$ cat src/verilog/jtid_pkg.sv
package jtid_pkg;
   // instruction codes (4-bit instruction register)
   localparam int          JTID_IR_W        = 4;
   localparam int          JTID_DR_W        = 32;
   localparam logic [3:0]  JTID_IR_EXTEST   = 4'h0;
   localparam logic [3:0]  JTID_IR_DEVICE_IDENTITY_WORD   = 4'h1;
   localparam logic [3:0]  JTID_IR_USERCODE = 4'h2;
   localparam logic [3:0]  JTID_IR_CHIPTAP  = 4'h3;
   localparam logic [3:0]  JTID_IR_BYPASS   = 4'hF;
   localparam logic [3:0]  JTID_IR_RESET    = JTID_IR_DEVICE_IDENTITY_WORD;
   // capture value of the instruction register
   localparam logic [3:0]  JTID_IR_CAPTURE  = 4'h1;
   // identity word fields
   localparam int          JTID_ID_VER_LSB  = 28;
   localparam int          JTID_ID_PART_LSB = 12;
   localparam int          JTID_ID_MFR_LSB  = 1;
   // usercode word fields
   localparam int          JTID_UC_UID_LSB  = 22;
   localparam int          JTID_UC_REV_W    = 16;
   // security register bit positions
   localparam int          JTID_SEC_JTAG_OFF = 0;
   localparam int          JTID_SEC_UID_LSB  = 22;
   localparam int          JTID_SEC_UID_W    = 10;
   // tms high run that forces reset
   localparam int          JTID_TMS_RESET_CNT = 5;
   // external reset minimum low time
   localparam int          JTID_RST_MIN_NS  = 100;
   localparam int          JTID_CLK_NS      = 40;
   localparam int          JTID_RST_MIN_CYC =
      (JTID_RST_MIN_NS + JTID_CLK_NS - 1) / JTID_CLK_NS;

   typedef enum logic [3:0] {
      TLR, RTI, SEL_DR, CAP_DR, SH_DR, EX1_DR, PA_DR, EX2_DR, UP_DR,
      SEL_IR, CAP_IR, SH_IR, EX1_IR, PA_IR, EX2_IR, UP_IR
   } jtid_state_type;

   typedef enum logic [1:0] {
      BOOT_RESET, BOOT_WAIT_LOCK, BOOT_RUN
   } jtid_boot_type;

   // test pins after synchronisation
   typedef struct packed {
      logic tck;
      logic tms;
      logic tdi;
   } jtid_pins_type;

   // forwarded chip tap signals
   typedef struct packed {
      logic sel;
      logic tck_rise;
      logic tms;
      logic tdi;
   } jtid_chip_type;
endpackage

$ cat src/verilog/jtid_tap.sv
`timescale 1ns/1ps
// Summary of operation
// - one boundary-scan test port scanning the device pins
// - chip-tap instruction forwards the test port to the inner chip tap
// - five test clocks with tms high return the port to reset
// - identity instruction shifts version, part, maker fields, bit zero one
// - usercode instruction shifts user id, unused span, silicon revision
// - user id comes from security bits 22..31, zero when unprogrammed
// - global reset is active low and asserts without a clock
// - after reset release wait for pll lock, then boot by mode
// - security bits 31..22 hold the user id loaded during every reset
// - security bit zero disables the test port entirely
module jtid_tap import jtid_pkg::*; #(
   parameter logic [3:0]  ID_VERSION = 4'h0,     // arbitrary value
   parameter logic [15:0] ID_PART    = 16'h0001, // arbitrary value
   parameter logic [10:0] ID_MFR     = 11'h001,  // arbitrary value
   parameter logic [15:0] SI_REV     = 16'h0001  // arbitrary value
) (
   // system
   input  wire logic        clock_in,
   input  wire logic        sys_rst_in,
   input  wire logic        rst_n_in,
   // test pins
   input  wire logic        tck_in,
   input  wire logic        tms_in,
   input  wire logic        tdi_in,
   output logic             tdo_out,
   output logic             tdo_oe_n_out,
   // security register from one-time memory
   input  wire logic [31:0] security_in,
   // boundary scan cells
   input  wire logic [31:0] pins_in,
   output logic [31:0]      bscan_out,
   output logic             extest_out,
   // inner chip tap
   output jtid_chip_type    chip_out,
   input  wire logic        chip_tdo_in,
   // boot control
   input  wire logic        pll_lock_in,
   input  wire logic        boot_mode_in,
   output logic             boot_start_out,
   output logic             boot_mode_out
);
   logic [2:0]       tck_s_r;
   logic [1:0]       tms_s_r, tdi_s_r, lk_s_r, bm_s_r;
   logic [31:0]      pins_a_r, pins_b_r;
   jtid_pins_type    pin;
   jtid_state_type   st_r, st_nxt;
   jtid_boot_type    boot_r, boot_nxt;
   logic [3:0]       ir_sh_r, ir_r;
   logic [31:0]      dr_sh_r, bscan_r;
   logic             byp_r, tdo_r, oe_n_r, extest_r, bm_r;
   logic [2:0]       tms_cnt_r;
   logic [31:0]      sec_r;
   logic             rst_n_a_r, rst_n_b_r;

   // async-assert reset, sync release into clock_in
   always_ff @(posedge clock_in or negedge rst_n_in) begin
      if (!rst_n_in) begin
         rst_n_a_r <= 1'b0;
         rst_n_b_r <= 1'b0;
      end else begin
         rst_n_a_r <= 1'b1;
         rst_n_b_r <= rst_n_a_r;
      end
   end
   wire rst = sys_rst_in | ~rst_n_b_r;

   // two-flop synchronisers; third stage for edge detection
   always_ff @(posedge clock_in) begin
      tck_s_r  <= {tck_s_r[1:0], tck_in};
      tms_s_r  <= {tms_s_r[0], tms_in};
      tdi_s_r  <= {tdi_s_r[0], tdi_in};
      lk_s_r   <= {lk_s_r[0], pll_lock_in};
      bm_s_r   <= {bm_s_r[0], boot_mode_in};
      pins_a_r <= pins_in;
      pins_b_r <= pins_a_r;
   end
   assign pin = '{tck: tck_s_r[1], tms: tms_s_r[1], tdi: tdi_s_r[1]};
   wire rise = pin.tck & ~tck_s_r[2];
   wire fall = ~pin.tck & tck_s_r[2];

   // security fields
   wire jtag_off = sec_r[JTID_SEC_JTAG_OFF];
   wire [9:0] uid = sec_r[JTID_SEC_UID_LSB +: JTID_SEC_UID_W];

   // instruction decode
   function automatic logic known_ir(input logic [3:0] c);
      known_ir = (c == JTID_IR_EXTEST) || (c == JTID_IR_DEVICE_IDENTITY_WORD) ||
                 (c == JTID_IR_USERCODE) || (c == JTID_IR_CHIPTAP);
   endfunction
   wire sel_id   = ir_r == JTID_IR_DEVICE_IDENTITY_WORD;
   wire sel_uc   = ir_r == JTID_IR_USERCODE;
   wire sel_chip = (ir_r == JTID_IR_CHIPTAP) & ~jtag_off;
   wire sel_bs   = ir_r == JTID_IR_EXTEST;
   wire sel_byp  = ~known_ir(ir_r);

   // capture words
   wire [31:0] id_word = {ID_VERSION, ID_PART, ID_MFR, 1'b1};
   wire [31:0] uc_word = {uid, 6'h00, SI_REV};
   wire [31:0] cap_word = sel_id ? id_word :
                          sel_uc ? uc_word :
                          sel_bs ? pins_b_r : 32'h00000000;

   // sixteen-state controller next state
   always_comb begin
      st_nxt = st_r;
      unique case (st_r)
         TLR:    st_nxt = pin.tms ? TLR    : RTI;
         RTI:    st_nxt = pin.tms ? SEL_DR : RTI;
         SEL_DR: st_nxt = pin.tms ? SEL_IR : CAP_DR;
         CAP_DR: st_nxt = pin.tms ? EX1_DR : SH_DR;
         SH_DR:  st_nxt = pin.tms ? EX1_DR : SH_DR;
         EX1_DR: st_nxt = pin.tms ? UP_DR  : PA_DR;
         PA_DR:  st_nxt = pin.tms ? EX2_DR : PA_DR;
         EX2_DR: st_nxt = pin.tms ? UP_DR  : SH_DR;
         UP_DR:  st_nxt = pin.tms ? SEL_DR : RTI;
         SEL_IR: st_nxt = pin.tms ? TLR    : CAP_IR;
         CAP_IR: st_nxt = pin.tms ? EX1_IR : SH_IR;
         SH_IR:  st_nxt = pin.tms ? EX1_IR : SH_IR;
         EX1_IR: st_nxt = pin.tms ? UP_IR  : PA_IR;
         PA_IR:  st_nxt = pin.tms ? EX2_IR : PA_IR;
         EX2_IR: st_nxt = pin.tms ? UP_IR  : SH_IR;
         UP_IR:  st_nxt = pin.tms ? SEL_DR : RTI;
      endcase
   end
   // five-high run forces reset regardless of path
   wire tms_reset = pin.tms && (tms_cnt_r == 3'(JTID_TMS_RESET_CNT - 1));

   // tap state and shift registers, advanced on tck rising edges
   always_ff @(posedge clock_in) begin
      if (rst || jtag_off) begin
         st_r      <= TLR;
         ir_r      <= JTID_IR_RESET;
         ir_sh_r   <= JTID_IR_CAPTURE;
         dr_sh_r   <= 32'h00000000;
         byp_r     <= 1'b0;
         tms_cnt_r <= 3'h0;
         bscan_r   <= 32'h00000000;
      end else if (rise && !sel_chip) begin
         tms_cnt_r <= pin.tms ? (tms_cnt_r == 3'(JTID_TMS_RESET_CNT - 1) ?
                      tms_cnt_r : tms_cnt_r + 3'h1) : 3'h0;
         st_r <= tms_reset ? TLR : st_nxt;
         if (st_r == TLR)
            ir_r <= JTID_IR_RESET;
         if (st_r == CAP_IR)
            ir_sh_r <= JTID_IR_CAPTURE;
         if (st_r == SH_IR)
            ir_sh_r <= {pin.tdi, ir_sh_r[3:1]};
         if (st_r == UP_IR)
            ir_r <= ir_sh_r;
         if (st_r == CAP_DR) begin
            dr_sh_r <= cap_word;
            byp_r   <= 1'b0;
         end
         if (st_r == SH_DR) begin
            dr_sh_r <= {pin.tdi, dr_sh_r[31:1]};
            byp_r   <= pin.tdi;
         end
         if (st_r == UP_DR && sel_bs)
            bscan_r <= dr_sh_r;
      end else if (rise && sel_chip) begin
         // chip tap owns the chain until a five-high reset
         tms_cnt_r <= pin.tms ? (tms_cnt_r == 3'(JTID_TMS_RESET_CNT - 1) ?
                      tms_cnt_r : tms_cnt_r + 3'h1) : 3'h0;
         if (tms_reset) begin
            st_r <= TLR;
            ir_r <= JTID_IR_RESET;
         end
      end
   end

   // tdo launched on falling tck edge; chip tap output forwarded every clock while selected
   wire shifting = (st_r == SH_DR) || (st_r == SH_IR);
   wire tdo_src  = (st_r == SH_IR) ? ir_sh_r[0] :
                   sel_byp ? byp_r : dr_sh_r[0];
   always_ff @(posedge clock_in or negedge rst_n_in) begin
      if (!rst_n_in) begin
         tdo_r  <= 1'b0;
         oe_n_r <= 1'b1;
      end else if (rst || jtag_off) begin
         tdo_r  <= 1'b0;
         oe_n_r <= 1'b1;
      end else if (sel_chip) begin
         tdo_r  <= chip_tdo_in;
         oe_n_r <= 1'b0;
      end else if (fall) begin
         tdo_r  <= tdo_src;
         oe_n_r <= ~shifting;
      end
   end

   // security register reloaded every clock while in reset, held after release
   always_ff @(posedge clock_in) begin
      if (rst)
         sec_r <= security_in;
      else
         sec_r <= sec_r;
   end

   // boot sequencer
   always_comb begin
      boot_nxt = boot_r;
      unique case (boot_r)
         BOOT_RESET:     boot_nxt = BOOT_WAIT_LOCK;
         BOOT_WAIT_LOCK: boot_nxt = lk_s_r[1] ? BOOT_RUN : BOOT_WAIT_LOCK;
         BOOT_RUN:       boot_nxt = BOOT_RUN;
         default:        boot_nxt = BOOT_RESET;
      endcase
   end
   always_ff @(posedge clock_in or negedge rst_n_in) begin
      if (!rst_n_in) begin
         boot_r <= BOOT_RESET;
         bm_r   <= 1'b0;
      end else if (rst) begin
         boot_r <= BOOT_RESET;
         bm_r   <= 1'b0;
      end else begin
         boot_r <= boot_nxt;
         if (boot_r == BOOT_WAIT_LOCK && lk_s_r[1])
            bm_r <= bm_s_r[1];
      end
   end
   always_ff @(posedge clock_in) begin
      extest_r <= ~rst & sel_bs & ~jtag_off;
   end

   // outputs
   assign tdo_out        = tdo_r;
   assign tdo_oe_n_out   = oe_n_r;
   assign bscan_out      = bscan_r;
   assign extest_out     = extest_r;
   assign chip_out       = '{sel: sel_chip, tck_rise: rise & sel_chip,
                             tms: pin.tms, tdi: pin.tdi};
   assign boot_start_out = boot_r == BOOT_RUN;
   assign boot_mode_out  = bm_r;

   // assertions
   property p_tms_reset;
      @(posedge clock_in) disable iff (rst || jtag_off)
      (rise && tms_reset) |=> st_r == TLR;
   endproperty
   a_tms_reset: assert property (p_tms_reset)
      else $error("tap not in reset after five tms high");
   property p_device_identity_word;
      @(posedge clock_in) disable iff (rst || jtag_off)
      (rise && !sel_chip && st_r == CAP_DR && sel_id) |=>
         dr_sh_r == id_word && dr_sh_r[0];
   endproperty
   a_device_identity_word: assert property (p_device_identity_word)
      else $error("identity word not captured");
   property p_usercode;
      @(posedge clock_in) disable iff (rst || jtag_off)
      (rise && !sel_chip && st_r == CAP_DR && sel_uc) |=>
         dr_sh_r[31:22] == $past(sec_r[31:22]);
   endproperty
   a_usercode: assert property (p_usercode)
      else $error("user id not from security bits");
   property p_jtag_off;
      @(posedge clock_in) disable iff (rst)
      jtag_off |=> oe_n_r && st_r == TLR && !chip_out.sel;
   endproperty
   a_jtag_off: assert property (p_jtag_off)
      else $error("test port active while disabled");
   property p_bypass;
      @(posedge clock_in) disable iff (rst || jtag_off)
      (rise && st_r == SH_DR && sel_byp) |=> byp_r == $past(pin.tdi);
   endproperty
   a_bypass: assert property (p_bypass)
      else $error("bypass bit not loaded");
   property p_ir_shift;
      @(posedge clock_in) disable iff (rst || jtag_off)
      (rise && !sel_chip && st_r == SH_IR) |=>
         ir_sh_r[3] == $past(pin.tdi);
   endproperty
   a_ir_shift: assert property (p_ir_shift)
      else $error("instruction shift wrong");
   property p_boot;
      @(posedge clock_in) disable iff (rst)
      boot_start_out |-> $past(lk_s_r[1]) || $past(boot_start_out);
   endproperty
   a_boot: assert property (p_boot)
      else $error("boot started without pll lock");
   property p_chip;
      @(posedge clock_in) disable iff (rst || jtag_off)
      sel_chip |=> tdo_r == $past(chip_tdo_in) && !oe_n_r;
   endproperty
   a_chip: assert property (p_chip)
      else $error("chip tap output not forwarded");
endmodule

$ cat config.mk
export PLATFORM = sky130hd
export DESIGN_NAME = jtid_tap
export DESIGN_NICKNAME = d
export VERILOG_FILES = /design/src/verilog/jtid_pkg.sv /design/src/verilog/jtid_tap.sv
export SDC_FILE = /design/constraint.sdc
export NUM_CORES = 1
export LEC_CHECK = 0
export ABC_CLOCK_PERIOD_IN_PS = 2330
export BUFFER_PORTS_ARGS = -buffer_cell sky130_fd_sc_hd__buf_2
export CAP_MARGIN = 30
export CORE_MARGIN = 5
export CORE_UTILIZATION = 40
export CTS_BUF_LIST = sky130_fd_sc_hd__clkbuf_4
export DETAILED_ROUTE_END_ITERATION = 10
export PLACE_DENSITY = 0.66
export SYNTH_ARGS = -nofsm -noshare
export SYNTH_HDL_FRONTEND = slang
export SYNTH_SLANG_ARGS = --single-unit
$ cat constraint.sdc
create_clock -name clock_in -period 2.33 [get_ports clock_in]
set_clock_uncertainty 0.05 [all_clocks]
set_input_delay 0.466 -clock clock_in [delete_from_list [all_inputs] [get_ports clock_in]]
set_output_delay 0.466 -clock clock_in [all_outputs]
set_load 0.005 [all_outputs]
; Yosys cells after proc, flatten, opt, wreduce, memory -nomap -nowiden
; Cells that the tools add are included.
; Widths: inputs -> output; s select.
[word_totals]
inputBits = 73
mem_count = 0
register_bits = 195
mem_bits_ro = 0
word_cells = 134
ramBits = 0
output_inout_bits = 41
latchBits = 0
[op_classes]
addsub = 1
order_cmp = 0
shift = 0
eq_ne = 22
n_mul = 0
bitwise_logic = 13
muxes = 48
div = 0
n_reduce_logical = 28
[ops]
columns = cell, count
row1 = $mux 32, 5
row2 = $mux 4, 15
row3 = $pmux 4 s12, 1
row4 = $eq 4x4->1 const B, 8
row5 = $mux 3, 6
row6 = $eq 4x2->1 const B, 4
row7 = $eq 4x3->1 const B, 4
row8 = $mux 1, 15
row9 = $mux 2, 5
row10 = $reduce_bool 2->1, 5
row11 = $eq 4x1->1 const B, 2
row12 = $logic_not 4->1, 2
row13 = $reduce_and 2->1, 4
row14 = $and 1x1->1, 6
row15 = $not 1->1, 6
row16 = $pmux 2 s3, 1
row17 = $logic_and 1x1->1, 5
row18 = $logic_or 1x1->1, 5
row19 = $reduce_or 2->1, 2
row20 = $add 3x1->3 const B, 1
row21 = $eq 3x3->1 const B, 1
row22 = $ne 3x1->1 const B, 1
row23 = $reduce_and 3->1, 1
row24 = $reduce_bool 3->1, 1
row25 = other kinds (6), 6

; Logic depth before layout (Yosys ltp)
[depth]
depth_word = 9
mapped_depth = 7
depth_no_buf = 6

; Least setup slack after synthesis
; No wires, ideal clock.
[synth_timing]
kind = input to register
start = input sys_rst_in
end = register bscan_r[0], in the netlist bscan_out[0]
path_buffers = 3
setup_time_ns = 0.132
slack_ns = 0.292
cell_stages = 6
arrival_time_ns = 1.856
required_ns = 2.148
path_cell_list = nand2b_1 -> nand2b_1 -> clkbuf_1 -> clkbuf_1 -> clkbuf_1 -> a21oi_1
[synth_between]
elab_chain_len = 2
[synth_rtl]
columns = item, line_no
row1 = from (decl), jtid_tap.sv:21  ; input wire logic sys_rst_in,
row2 = $or 1x1->1, jtid_tap.sv:67  ; wire rst = sys_rst_in | ~rst_n_b_r;
row3 = $logic_or 1x1->1, jtid_tap.sv:132  ; if (rst || jtag_off) begin
row4 = to (signal assigned), jtid_tap.sv:161  ; bscan_r <= dr_sh_r;
row5 = to (decl), jtid_tap.sv:51  ; logic [31:0] dr_sh_r, bscan_r;
; Every way passes these cells.
; A chain may end at the register's enable or synchronous reset.

==> impl_metrics.toml <==
[drt]
initialDrtViolationCount = 317
wire_per_inst_um = 14.7
first_pass_iters = 5
drc = 0
drt_wl_total_um = 13400
ant_nets = 0
vias_per_cell = 5.13
vias = 4666

[power_and_ir_drop]
p_leak_nw = 2.70
ir_worst_vdd_v = 0.000348
power_density_nw_per_um2 = 651

[clock_network]
h-tree-depth = 4
clk_pin_slew_worst_paths_ns = 0.13
cts_tree = "built"
clockBufferDepth = 2
cts_buffers = 17
clock_latency_ns = 0.54
cts_sinks = 174
cts-root-buf = "clkbuf_4"

[placement]
post-place-ws_ns = 0.311
hpwl_um = 8620
gp_congestion = 0.817
port_buffers = 92

[sta]
final-hold-violation-count = 0
rsz0062_at_grt = "false"
fin_setup_tns_ns = 0
period_needed_ns = 2.19
max_slew_margin = 0.515
worst_pin_slew_ns = 0.727
setup_viol_count_final = 0
fin_crit_sh = 0.941
fin_ws_ns = 0.137
final_max_slew_viol_count = 0
max_freq_mhz = 456

[synthesis]
synth-edff-count = 11
synth_ff_type = "dfxtp_1"
post_synth.cell_area_avg_sq_um = 10.5
syn_inst = 579
ys_warn_count = 0
ys_seq_area_frac = 0.597
synth_fp_nets = 654
synth.top_cells.by_area = "dfxtp_1 51%, a21oi_1 7.6%, edfxtp_1 5.4%"
async_flop_share = 0.0402
synth_cell_type_count = 63
synth_top_cell_by_area = "dfxtp_1"
synth_top_area_share = 0.513
netlist_area_sq_um = 6080
synth_seq_cells = 174

[cells_and_area]
drive_gt1_frac = 0.242
nNetsFinal = 782
area_growth_pct = 22.0

[floorplanning]
fp.dieW_um = 133
ioPinCount = 114
core_area_sq_um = 15000
start_util = 0.405
rows = 45
die_h_um = 133
die_area_sq_um = 17800

[worst_setup_path]
cp_max_fo = 9
worstPathRequired_ns = 1.81
crit_arrival_ns = 1.68
cpPeakStageDelay_ns = 0.41
crit_slowest_cell = "dfxtp_1"
worstPathCellList = "nand4bb_2, nor3_2, buf_2"
critPathCaptureType = "output port"
start_kind = "register"
path_class = "register to output port"

[run_status]
outcome = "complete, no violations"

[grt]
grt_pass1_wl_um = 22100
antenna_found_initial = 1
grt_max_degree = 46
grt_usage = 0.153
first_global_vias = 4463
gr-total-overflow = 0

[worst_hold_path]
min_path_type = "primary input to register"

[job]
maxCapViolCount = 0
[path summary, 6_finish.rpt]
check | cells past startpoint | from | slack, ns | end
setup / recovery | 3 | ir_r[3] | 0.14 | chip_out[2]
setup reg to reg | 5 | st_r[1] | 0.27 | dr_sh_r[29]
hold reg to reg | 0 | pins_a_r[30] | 0.28 | pins_b_r[30]
hold / removal | 3 | chip_tdo_in | 0.15 | tdo_out
min in group asynchronous | 2 | rst_n_in | 0.22 | rst_n_a_r
max in group asynchronous | 2 | rst_n_in | 1.79 | tdo_oe_n_out
[cells in the mapped netlist, drive strengths merged (3+ instances only)]
master	instances
o2111ai	3
a32o	3
nor3b	3
nand3	8
a21oi	95
nand3b	3
inv	5
a2111oi	3
a22oi	20
nand2	78
nor3	15
dfxtp	156
nor2b	4
clkbuf	22
nand2b	9
edfxtp	11
or2	4
dfrtp	6
buf	27
nor4	5
nor2	13
a211oi	33
mux2i	11
o21ai	10
or3b	3
[cell usage in the layout, fill, tap and decap left out, types with 3 or more instances in the layout]
master and n:
dfxtp_1 154, a21oi_1 93, buf_2 92, nand2_1 78, dlygate4sd3_1 49, a211oi_1 23
clkbuf_4 17, buf_4 16, nor3_1 14, nor2_1 11, mux2i_1 11, edfxtp_1 11
a22oi_1 10, a22oi_2 10, a211oi_2 10, nand2b_1 8, nand3_1 8, dfrtp_1 6
nor4_1 5, o21ai_1 5, o21ai_0 5, inv_1 4, nor2b_1 4, nand3b_1 3
a32o_1 3, or3b_1 3, o2111ai_1 3, nor3b_1 3, clkinv_4 3, clkinv_1 3
clkinvlp_4 3
[cell type report]
class                      instances  area [sq um]
antenna                            2          5.00
clock buffer                      17           128
clock inverter                    15           121
fill                            1332          7610
inverter                           5          18.8
multi-input combinational        351          2190
sequential                       174          3630
tap                              188           235
timing repair buffer             158          1090
[per-stage QoR]
stage	hold slack (ns)	instances	total power, mW	util	area, sq um
floorplan	0.120	579	3.24	-	6080
global placement	0.250	827	3.32	0.443	6660
detailed placement	0.258	827	3.33	0.443	6660
CTS	0.0662	908	4.90	0.493	7410
global route	0.0894	909	5.06	0.493	7420
finish	0.147	910	4.83	0.494	7420
[kinds of logic after synthesis]
kind of cell,after synthesis,share of synthesized area
simple gates,158,0.133
other cells,1,0.000616
mux,11,0.0181
flops,174,0.597
buf+inv,54,0.0469
fa+ha+maj,2,0.00411
xor+xnor,1,0.00144
compound gates,178,0.200
[worst max-delay path, delay by kind of cell (launching register included)]
family	cells	cell delay (ns)
simple gates	2	0.57
buf+inv	1	0.16
flops	1	0.41
[report_power, final]
part / internal [mW] / switching, mW
clock network: 0.522 / 0.988
logic: 0.109 / 0.0898
registers: 3.09 / 0.0278
total: 3.73 / 1.11
[state kept, by name (all words and copies together) (netlist names)]
name           count
bscan_out         32
lk_s_r             2
pins_b_r          32
tdo_oe_n_out       1
tck_s_r            3
dr_sh_r           32
ir_r               4
boot_mode_out      1
extest_out         1
tms_s_r            2
rst_n_b_r          1
rst_n_a_r          1
boot_r             2
tms_cnt_r          3
ir_sh_r            4
bm_s_r             2
tdo_out            1
pins_a_r          32
tdi_s_r            2
sec_r             11
byp_r              1
st_r               4
[metal layers]
metal	wire, um	track usage	up-vias
met2	6660	0.253	125
met3	636	0.0423	15
met1	5890	0.191	2203
met5	0	0	-
met4	184	0.0589	0
li1	-	-	2323
[timing repair]
action,CTS,global route
hold buffers,49,0
gates resized for setup,3,1
setup endpoints to repair,1,1
buffers inserted,0,0
endpoints found under the hold margin,55,0
(Power assumes the default switching activity.)
